===== config.mk =====
export PLATFORM = sky130hd
export DESIGN_NAME = tmpk_core
export DESIGN_NICKNAME = d
export VERILOG_FILES = /design/src/tmpk_pkg.sv /design/src/tmpk_core.sv
export VERILOG_INCLUDE_DIRS = /design/src /design/src/src
export SDC_FILE = /design/constraint.sdc
export NUM_CORES = 1
export LEC_CHECK = 0
export ABC_AREA = 0
export ABC_CLOCK_PERIOD_IN_PS = 5800
export BUFFER_PORTS_ARGS = -buffer_cell sky130_fd_sc_hd__buf_2
export CORE_UTILIZATION = 55
export CTS_BUF_LIST = sky130_fd_sc_hd__clkbuf_2 sky130_fd_sc_hd__clkbuf_4 sky130_fd_sc_hd__clkbuf_8
export CTS_CLUSTER_DIAMETER = 100
export DETAILED_ROUTE_END_ITERATION = 8
export PLACE_DENSITY_LB_ADDON = 0.3
export SETUP_SLACK_MARGIN = 0.05
export SLEW_MARGIN = 30
export SYNTH_ARGS = -nofsm -noshare
export SYNTH_HDL_FRONTEND = slang
export SYNTH_SLANG_ARGS = --single-unit

===== constraint.sdc =====
create_clock -name clk -period 5.8 [get_ports clk]
set_input_delay 0.87 -clock clk [delete_from_list [all_inputs] [get_ports clk]]
set_output_delay 0.87 -clock clk [all_outputs]
set_load 0.005 [all_outputs]

===== src/tmpk_map.svh =====
// tape word packer: register offsets, command and status fields, encodings
// assumes the includer uses 16-bit words with [15] as the most significant bit
// Functional notes
// RQ1: 9-track write sends upper byte first, lower byte second.
// RQ2: 7-track binary write: bits 15:10, 9:4, then 3:0 with two low tracks zero.
// RQ3: even-parity 7-track write turns an all-zero character into 001010.
// RQ4: 9-track read puts first byte in upper half, second in lower.
// RQ5: odd 9-track block ends with byte in upper half, zeros below, partial set.
// RQ6: 7-track binary read fills three characters, dropping third's two low tracks.
// RQ7: two trailing 7-track characters fill twelve bits, rest zero, partial set.
// RQ8: one trailing 7-track character fills six bits, rest zero, partial set.
// RQ9: packing is binary when command bit 5 is zero; interchange only on 7-track.
// RQ10: a 9-track transport never uses interchange packing.
// RQ11: interchange write sends two six-bit fields, dropping the four others.
// RQ12: interchange read fills two six-bit fields, the four other bits zero.
// RQ13: odd interchange block ends with one character, rest zero, partial set.
// RQ14: host issues a command word; the device takes all sixteen bits.
// RQ15: command bit one picks programmed transfer or direct memory channel.
// RQ16: transport select latches a two-bit unit number.
// RQ17: transport select clears status flags, no busy, no service interrupt.
// RQ18: select during gap window defers; status always shows current unit.
// RQ19: select with scan bit polls rewind complete while busy until ended.
// RQ20: scan ends on first commanded unit done, reports it, interrupts if connected.
// RQ21: disconnecting service interrupts forgets which units were told to rewind.
// RQ22: write starts only on an operable, idle, write-enabled transport.
// RQ23: 9-track forces binary, odd parity; 7-track takes bits from each command.
// RQ24: a new read or write command clears the partial-word flag.
`ifndef TMPK_MAP_SVH
`define TMPK_MAP_SVH

`define TMPK_REG_DATA 2'h0
`define TMPK_REG_STATUS 2'h1
`define TMPK_REG_CMD 2'h2

`define TMPK_CB_UNIT 1:0
`define TMPK_CB_OP 5:3
`define TMPK_CB_PARITY 7
`define TMPK_CB_SCAN 8
`define TMPK_CB_ICHG 10
`define TMPK_CB_SICON 13
`define TMPK_CB_PATH 14

`define TMPK_OP_SELECT 3'h0
`define TMPK_OP_WRITE 3'h1
`define TMPK_OP_READ 3'h2
`define TMPK_OP_TERM 3'h3
`define TMPK_OP_REWIND 3'h4

`define TMPK_ST_UNIT 1:0
`define TMPK_ST_PARTIAL 2
`define TMPK_ST_WREQ 3
`define TMPK_ST_PATH 4
`define TMPK_ST_RREADY 7
`define TMPK_ST_BUSY 8
`define TMPK_ST_WRITE_ON 9

`define TMPK_ZERO_SUB 6'h0A
`define TMPK_IDX_LAST_BIN 2'h2
`define TMPK_IDX_LAST_PAIR 2'h1

`endif


===== src/tmpk_pkg.sv =====
// tape word packer types: controller mode and the full state record
// assumes tmpk_map.svh supplies the field positions
package tmpk_pkg;

  typedef enum logic [1:0] {TMPK_IDLE, TMPK_WRITE, TMPK_READ, TMPK_SCAN} tmpk_mode_type;

  typedef struct packed {
    tmpk_mode_type mode;
    logic [1:0] unit;
    logic [1:0] pend_unit;
    logic pend_v;
    logic ichg;
    logic par_even;
    logic si_con;
    logic dmc;
    logic [3:0] rew_cmd;
    logic [1:0] scan_idx;
    logic [15:0] wbuf;
    logic wfull;
    logic [1:0] widx;
    logic [15:0] asm_word;
    logic [1:0] ridx;
    logic [15:0] rbuf;
    logic rfull;
    logic partial;
    logic write_on;
    logic busy;
    logic fwd;
    logic [7:0] tx_char;
    logic tx_stb;
    logic si;
    logic [15:0] rd_data;
  } tmpk_state_type;

endpackage


===== src/tmpk_core.sv =====
// tape word packer with command handling for four 7/9-track transports
// assumes all inputs synchronous to clk; tape side strobes are one-cycle pulses
//
// Local design decisions: the plain strobed port and the address map.
`timescale 1ns/1ps
`default_nettype none
`include "tmpk_map.svh"

module tmpk_core
  import tmpk_pkg::*;
(
  input wire logic clk,
  input wire logic rst_n,
  input wire logic [1:0] reg_addr,
  input wire logic [15:0] reg_wdata,
  input wire logic reg_wr,
  input wire logic reg_rd,
  output logic [15:0] reg_rdata,
  input wire logic [3:0] unit_seven_track,
  input wire logic [3:0] unit_operable,
  input wire logic [3:0] unit_rewinding,
  input wire logic [3:0] unit_write_ring,
  input wire logic [3:0] unit_rewind_done,
  input wire logic gap_window,
  input wire logic tape_char_req,
  input wire logic tape_rx_stb,
  input wire logic [7:0] tape_rx_char,
  input wire logic tape_rx_end,
  output logic [7:0] tape_tx_char,
  output logic tape_tx_stb,
  output logic [1:0] unit_sel,
  output logic write_current,
  output logic fwd_motion,
  output logic busy,
  output logic service_irq
);

  localparam tmpk_state_type TMPK_RST = '0;

  tmpk_state_type s_r;
  tmpk_state_type s_nxt;

  // character for a given position of a word leaving for tape
  function automatic logic [7:0] tx_pick(input logic [15:0] w, input logic [1:0] idx,
                                         input logic nine, input logic ichg,
                                         input logic par_even);
    logic [5:0] c;
    tx_pick = 8'h00;
    c = 6'h00;
    if (nine) begin
      tx_pick = (idx == 2'h0) ? w[15:8] : w[7:0]; // RQ1
    end else begin
      if (ichg) begin
        c = (idx == 2'h0) ? w[13:8] : w[5:0]; // RQ11
      end else begin
        case (idx)
          2'h0: c = w[15:10]; // RQ2
          2'h1: c = w[9:4]; // RQ2
          default: c = {w[3:0], 2'b00}; // RQ2
        endcase
      end
      if (par_even && c == 6'h00) begin
        c = `TMPK_ZERO_SUB; // RQ3
      end
      tx_pick = {2'b00, c};
    end
  endfunction

  // places one tape character into the word being assembled
  function automatic logic [15:0] rx_place(input logic [15:0] w, input logic [7:0] c,
                                           input logic [1:0] idx, input logic nine,
                                           input logic ichg);
    logic [15:0] r;
    r = w;
    if (nine) begin
      if (idx == 2'h0) begin
        r[15:8] = c; // RQ4
      end else begin
        r[7:0] = c; // RQ4
      end
    end else if (ichg) begin
      if (idx == 2'h0) begin
        r[13:8] = c[5:0]; // RQ12
      end else begin
        r[5:0] = c[5:0]; // RQ12
      end
    end else begin
      case (idx)
        2'h0: r[15:10] = c[5:0]; // RQ6
        2'h1: r[9:4] = c[5:0]; // RQ6
        default: r[3:0] = c[5:2]; // RQ6
      endcase
    end
    rx_place = r;
  endfunction

  logic nine_sel;
  logic [1:0] last_idx;
  logic [15:0] cmd;
  logic [2:0] op;
  logic [15:0] status;

  always_comb begin
    nine_sel = ~unit_seven_track[s_r.unit];
    last_idx = (!nine_sel && !s_r.ichg) ? `TMPK_IDX_LAST_BIN : `TMPK_IDX_LAST_PAIR;
    cmd = reg_wdata; // RQ14
    op = cmd[`TMPK_CB_OP];
    status = 16'h0000;
    status[`TMPK_ST_UNIT] = s_r.unit; // RQ18
    status[`TMPK_ST_PARTIAL] = s_r.partial;
    status[`TMPK_ST_WREQ] = (s_r.mode == TMPK_WRITE) && !s_r.wfull;
    status[`TMPK_ST_PATH] = s_r.dmc;
    status[`TMPK_ST_RREADY] = s_r.rfull;
    status[`TMPK_ST_BUSY] = (s_r.mode != TMPK_IDLE);
    status[`TMPK_ST_WRITE_ON] = s_r.write_on;
  end

  always_comb begin
    s_nxt = s_r;
    s_nxt.tx_stb = 1'b0;
    s_nxt.si = 1'b0;
    s_nxt.rd_data = 16'h0000;

    // deferred unit change lands once the gap window closes
    if (s_r.pend_v && !gap_window) begin
      s_nxt.unit = s_r.pend_unit; // RQ18
      s_nxt.pend_v = 1'b0;
    end

    // outgoing characters, one per tape request
    if (s_r.mode == TMPK_WRITE && tape_char_req && s_r.wfull) begin
      s_nxt.tx_char = tx_pick(s_r.wbuf, s_r.widx, nine_sel, s_r.ichg, s_r.par_even);
      s_nxt.tx_stb = 1'b1;
      if (s_r.widx == last_idx) begin
        s_nxt.widx = 2'h0;
        s_nxt.wfull = 1'b0;
      end else begin
        s_nxt.widx = s_r.widx + 2'h1;
      end
    end

    // reads sit before the tape side so a word landing in the same cycle keeps ready set
    if (reg_rd) begin
      case (reg_addr)
        `TMPK_REG_DATA: begin
          s_nxt.rd_data = s_r.rbuf;
          s_nxt.rfull = 1'b0;
        end
        `TMPK_REG_STATUS: s_nxt.rd_data = status;
        default: s_nxt.rd_data = 16'h0000;
      endcase
    end

    // incoming characters; a full word stays until software reads it or the next full or partial word overwrites it
    if (s_r.mode == TMPK_READ) begin
      if (tape_rx_stb) begin
        if (s_r.ridx == last_idx) begin
          s_nxt.rbuf = rx_place(s_r.asm_word, tape_rx_char, s_r.ridx, nine_sel, s_r.ichg);
          s_nxt.rfull = 1'b1;
          s_nxt.asm_word = 16'h0000;
          s_nxt.ridx = 2'h0;
        end else begin
          s_nxt.asm_word = rx_place(s_r.asm_word, tape_rx_char, s_r.ridx, nine_sel,
                                    s_r.ichg);
          s_nxt.ridx = s_r.ridx + 2'h1;
        end
      end else if (tape_rx_end) begin
        // unfilled bits of the assembly word are still zero from its clear
        if (s_r.ridx != 2'h0) begin
          s_nxt.rbuf = s_r.asm_word; // RQ5 RQ7 RQ8 RQ13
          s_nxt.rfull = 1'b1;
          s_nxt.partial = 1'b1; // RQ5 RQ7 RQ8 RQ13
          s_nxt.asm_word = 16'h0000;
          s_nxt.ridx = 2'h0;
        end
        s_nxt.mode = TMPK_IDLE;
        s_nxt.si = s_r.si_con;
      end
    end

    // scan walks the units one per cycle
    if (s_r.mode == TMPK_SCAN) begin
      if (unit_rewind_done[s_r.scan_idx] && s_r.rew_cmd[s_r.scan_idx]) begin
        s_nxt.mode = TMPK_IDLE; // RQ20
        s_nxt.unit = s_r.scan_idx; // RQ20
        s_nxt.rew_cmd[s_r.scan_idx] = 1'b0;
        s_nxt.si = s_r.si_con; // RQ20
      end else begin
        s_nxt.scan_idx = s_r.scan_idx + 2'h1; // RQ19
      end
    end

    // register writes come last so a new word or command wins over a drain
    if (reg_wr && reg_addr == `TMPK_REG_DATA && s_r.mode == TMPK_WRITE) begin
      s_nxt.wbuf = reg_wdata;
      s_nxt.wfull = 1'b1;
    end
    if (reg_wr && reg_addr == `TMPK_REG_CMD) begin
      s_nxt.si_con = cmd[`TMPK_CB_SICON];
      if (!cmd[`TMPK_CB_SICON]) begin
        s_nxt.rew_cmd = 4'h0; // RQ21
      end
      case (op)
        `TMPK_OP_SELECT: begin
          s_nxt.partial = 1'b0; // RQ17
          s_nxt.rfull = 1'b0; // RQ17
          if (gap_window) begin
            s_nxt.pend_unit = cmd[`TMPK_CB_UNIT]; // RQ18
            s_nxt.pend_v = 1'b1;
          end else begin
            s_nxt.unit = cmd[`TMPK_CB_UNIT]; // RQ16
          end
          if (cmd[`TMPK_CB_SCAN] && s_r.mode == TMPK_IDLE) begin
            s_nxt.mode = TMPK_SCAN; // RQ19
            s_nxt.scan_idx = 2'h0;
          end
        end
        `TMPK_OP_WRITE, `TMPK_OP_READ: begin
          if (s_r.mode == TMPK_IDLE) begin
            s_nxt.partial = 1'b0; // RQ24
            s_nxt.dmc = cmd[`TMPK_CB_PATH]; // RQ15
            s_nxt.ichg = cmd[`TMPK_CB_ICHG] && unit_seven_track[s_r.unit]; // RQ9 RQ10
            s_nxt.par_even = cmd[`TMPK_CB_PARITY] && unit_seven_track[s_r.unit]; // RQ23
            s_nxt.widx = 2'h0;
            s_nxt.wfull = 1'b0;
            s_nxt.ridx = 2'h0;
            s_nxt.asm_word = 16'h0000;
            if (!unit_operable[s_r.unit] || unit_rewinding[s_r.unit]) begin
              s_nxt.si = cmd[`TMPK_CB_SICON];
            end else if (op == `TMPK_OP_READ) begin
              s_nxt.mode = TMPK_READ;
            end else if (unit_write_ring[s_r.unit]) begin
              s_nxt.mode = TMPK_WRITE; // RQ22
              s_nxt.write_on = 1'b1; // RQ22
            end else begin
              s_nxt.si = cmd[`TMPK_CB_SICON];
            end
          end
        end
        `TMPK_OP_TERM: begin
          // a terminate ends any activity; its interrupt masks a racing rewind done
          if (s_r.mode != TMPK_IDLE) begin
            s_nxt.si = cmd[`TMPK_CB_SICON]; // RQ20
          end
          s_nxt.mode = TMPK_IDLE; // RQ19
          s_nxt.write_on = 1'b0;
          s_nxt.wfull = 1'b0;
        end
        `TMPK_OP_REWIND: begin
          if (cmd[`TMPK_CB_SICON]) begin
            s_nxt.rew_cmd[s_r.unit] = 1'b1;
          end
        end
        default: begin
          s_nxt.mode = s_r.mode;
        end
      endcase
    end

    // busy and motion are registered so the pins carry no decode glitches
    s_nxt.busy = (s_nxt.mode != TMPK_IDLE);
    s_nxt.fwd = s_nxt.write_on || (s_nxt.mode == TMPK_READ);
  end

  always_ff @(posedge clk) begin
    if (!rst_n) begin
      s_r <= TMPK_RST;
    end else begin
      s_r <= s_nxt;
    end
  end

  always_comb begin
    reg_rdata = s_r.rd_data;
    tape_tx_char = s_r.tx_char;
    tape_tx_stb = s_r.tx_stb;
    unit_sel = s_r.unit;
    write_current = s_r.write_on;
    fwd_motion = s_r.fwd;
    busy = s_r.busy;
    service_irq = s_r.si;
  end

endmodule
`default_nettype wire


==> results.yml <==
status:
  status: "complete, no violations"
placement:
  detailed_place.area_um2: 5610
  gp_routability_congestion: 0.901
  dpl.hpwl_mm: 9.82
  place_ws_ns: 2.63
  port_buffers: 84
synthesis:
  yosys_warnings: 0
  synthesis.nets: 733
  synth.distinct_cells: 62
  post_synth_inst_count: 671
  synth-seq-area-share_pct: 37.5
  synthesis.area_per_instance_um2: 8.03
  asyncSetResetFlopFracSynth_pct: 0
  synthesis.area_um2: 5390
  synth_ff_type: "sky130_fd_sc_hd__dfxtp_1"
  postSynthRegisterBits: 101
  synth_enable_flop_cells: 0
clock_network:
  cts-root-buf: "sky130_fd_sc_hd__clkbuf_8"
  cts_resized: 0
  clkLatencyLatePin_ns: 0.38
  cts_htree_levels: 3
  cts_made_buffers: 9
  tritoncts_clock_tree: "yes"
  cts_hold_buffers: 0
  setup_fix_bufs_post_cts: 0
  cts_num_sinks: 101
  cts.clk_slew.worst_paths_ns: 0.10
  clockBufferDepth: 2
sta:
  finalWorstSetupSlack_ns: 2.98
  rsz_0062_raised_after_global_routing: "false"
  fin_worst_skew_ns: 0.00835
  slew_headroom_pct: 47.3
  period_share_pct: 48.6
  report.final.slew_viol_count: 0
  finalWorstPathRequiredPeriod_ns: 2.82
  setup_viol_count_final: 0
  transition_time_of_the_tightest_slew_check_pin_ns: 0.790
  clock.fmax_mhz: 355
  finalHoldViolations: 0
  finalSetupTns_ns: 0
final_layout:
  multiInputGateArea_um2: 2870
  synthToLayoutAreaGrowth_pct: 8.08
  sequential_cell_area_um2: 2020
  drive_above_1_share_pct: 17.4
  final_nets: 760
  fillers: 832
  fin_area_um2: 5830
  antennaDiodeCount: 0
critical_path:
  required_ns: 6.08
  path_delay_family: "compound AO/OA/AOI/OAI gates"
  crit_chain: "mux4_2 > a21o_1 > a21oi_4 > nand2_1 > o221a_2"
  timing.critical_path.arrival_ns: 3.10
  timing.critical_path.slowest_cell_delay_ns: 0.88
  path_max_fanout: 38
  path_buf_inv: 0
  critPathKind: "flop to flop"
  startpoint_type: "flop"
  worstSetupEndpointType: "flop"
  critical-path-slowest-cell: "sky130_fd_sc_hd__mux4_2"
  worst-r2r-setup-slack_ns: 2.98
pwr:
  vdd_drop_max_uv: 245
  leakage_nw: 2.36
  pwr_density_cell_nw_per_um2: 216
global_route:
  via_count_of_the_first_global_routing_pass: 4742
  antenna_found_initial: 0
  grt_first_pass_wirelength_mm: 22.5
  grt_overflow_total: 0
  largest_net_degree_at_the_start_of_global_routing: 39
  track_usage_pct: 28.3
die:
  die_y_um: 101
  starting_density_of_the_core_pct: 57.5
  die-area_um2: 10200
  die_span_x_um: 101
  placeableCoreArea_um2: 9370
  fp-row-count: 35
  ioPinCount: 85
drt:
  drtPass1Iterations: 5
  drt-vias-per-instance: 5.98
  drtIter0Drc: 301
  route.layer.met1.wl_mm: 5.69
  ant_nets: 0
  wl_per_cell_um: 16.3
  route.met3.wl_um: 874
  routed-via-count: 4972
  met2WireLength_mm: 6.52
  drt_drc: 0
  totalWireLength_mm: 13.6
  routed.top_layer: "met4"
min_path:
  path_class_of_the_lowest_slack_min_delay_path: "flop to flop"
job:
  drv_cap: 0
-- cells in the final DEF, fill, tap and decap left out, drive strengths merged, types with 4 or more instances in the layout --
cell type,Yosys,layout
a211oi,11,11
ha,8,8
nand2b,8,8
and3,9,9
and2,19,19
nand2,81,81
clkbuf,34,9
a32oi,4,4
nand3,20,20
mux2i,18,18
buf,36,86
o21a,4,4
a31oi,4,4
a22o,6,6
dfxtp,101,101
nand4,5,5
nor2b,15,15
a21oi,61,61
nand3b,5,5
a222oi,4,4
nor3,7,7
a2bb2oi,4,4
mux4,4,4
o211ai,8,8
a22oi,24,24
a211o,7,7
inv,30,34
o21ai,38,38
nor2,54,54
-- path summary, 6_finish.rpt --
kind / startpoint / endpoint / depth (start not counted)
max: unit_sel[0] / s_r[44] / 5
min: tape_tx_char[5] / tape_tx_char[5] / 2
max reg2reg: unit_sel[0] / s_r[44] / 5
min reg2reg: tape_tx_char[5] / tape_tx_char[5] / 2
-- per-stage QoR --
step	hold WS, ns	instances	total power [mW]	util [%]
after floorplan	0.424	671	0.762	-
after global placement	0.440	816	0.793	59.7
after detailed placement	0.435	816	0.795	59.8
after CTS	0.460	832	1.27	62.1
after global routing	0.482	832	1.31	62.2
final	0.457	832	1.26	62.2
-- routing by layer --
metal / global-route usage, % / vias up
met5: 0 / -
met4: 14.7 / 0
met3: 6.31 / 36
met2: 46.5 / 187
met1: 34.7 / 2351
li1: - / 2398
-- power breakdown --
group | switching, mW | total (mW) | internal, mW
Sequential | 0.00213 | 0.697 | 0.695
Clock | 0.269 | 0.480 | 0.211
Combinational | 0.0528 | 0.0837 | 0.0309
Total | 0.324 | 1.26 | 0.937
-- cells by family (layout without fill, tap and decap cells) --
logic type / count (synthesis) / count (layout) / synth area share (%)
muxes: 25 / 25 / 5.64
DFF: 101 / 101 / 37.5
AOI/OAI and AO/OA: 195 / 195 / 23.9
buffers and inverters: 101 / 133 / 9.38
and+or+nand+nor: 238 / 238 / 21.2
xor gates and xnor gates: 2 / 2 / 0.325
adders and majority gates: 9 / 9 / 2.04
-- tightest hold or removal path: stages (launching register included) --
cell                      delay (ns)
sky130_fd_sc_hd__dfxtp_1        0.32
sky130_fd_sc_hd__nand2_1        0.05
sky130_fd_sc_hd__a21oi_1        0.05
-- registers in the layout, indices dropped and copies added, names as in the netlist --
name,count
tape_tx_stb,1
s_r,70
busy,1
reg_rdata,16
write_current,1
service_irq,1
unit_sel,2
tape_tx_char,8
fwd_motion,1
-- Yosys cell counts (all sizes together) (4+ instances only) --
| cell | number | share of area (%) |
|---|---|---|
| dfxtp | 101 | 38 |
| nand2 | 81 | 5.6 |
| a21oi | 61 | 5.7 |
| nor2 | 54 | 3.8 |
| o21ai | 38 | 3.5 |
| buf | 36 | 4.9 |
| clkbuf | 34 | 2.4 |
| inv | 30 | 2.1 |
| a22oi | 24 | 3.3 |
| nand3 | 20 | 1.9 |
| and2 | 19 | 2.2 |
| mux2i | 18 | 3.3 |
| nor2b | 15 | 1.7 |
| a211oi | 11 | 1.5 |
| and3 | 9 | 1.0 |
| ha | 8 | 1.9 |
| nand2b | 8 | 0.93 |
| o211ai | 8 | 1.1 |
| a211o | 7 | 1.1 |
| nor3 | 7 | 0.65 |
| a22o | 6 | 0.97 |
| nand3b | 5 | 0.70 |
| nand4 | 5 | 0.58 |
| a222oi | 4 | 0.74 |
| a2bb2oi | 4 | 0.65 |
| a31oi | 4 | 0.58 |
| a32oi | 4 | 0.65 |
| mux4 | 4 | 1.7 |
| o21a | 4 | 0.56 |
-- layout make-up --
class,count,share of cell area [%]
multi-input combinational,469,49.3
sequential,101,34.7
timing repair buffer,86,7.47
tap,129,2.77
clock buffer,9,2.13
inverter,31,2.00
clock inverter,7,1.61
(Power assumes the default switching activity.)
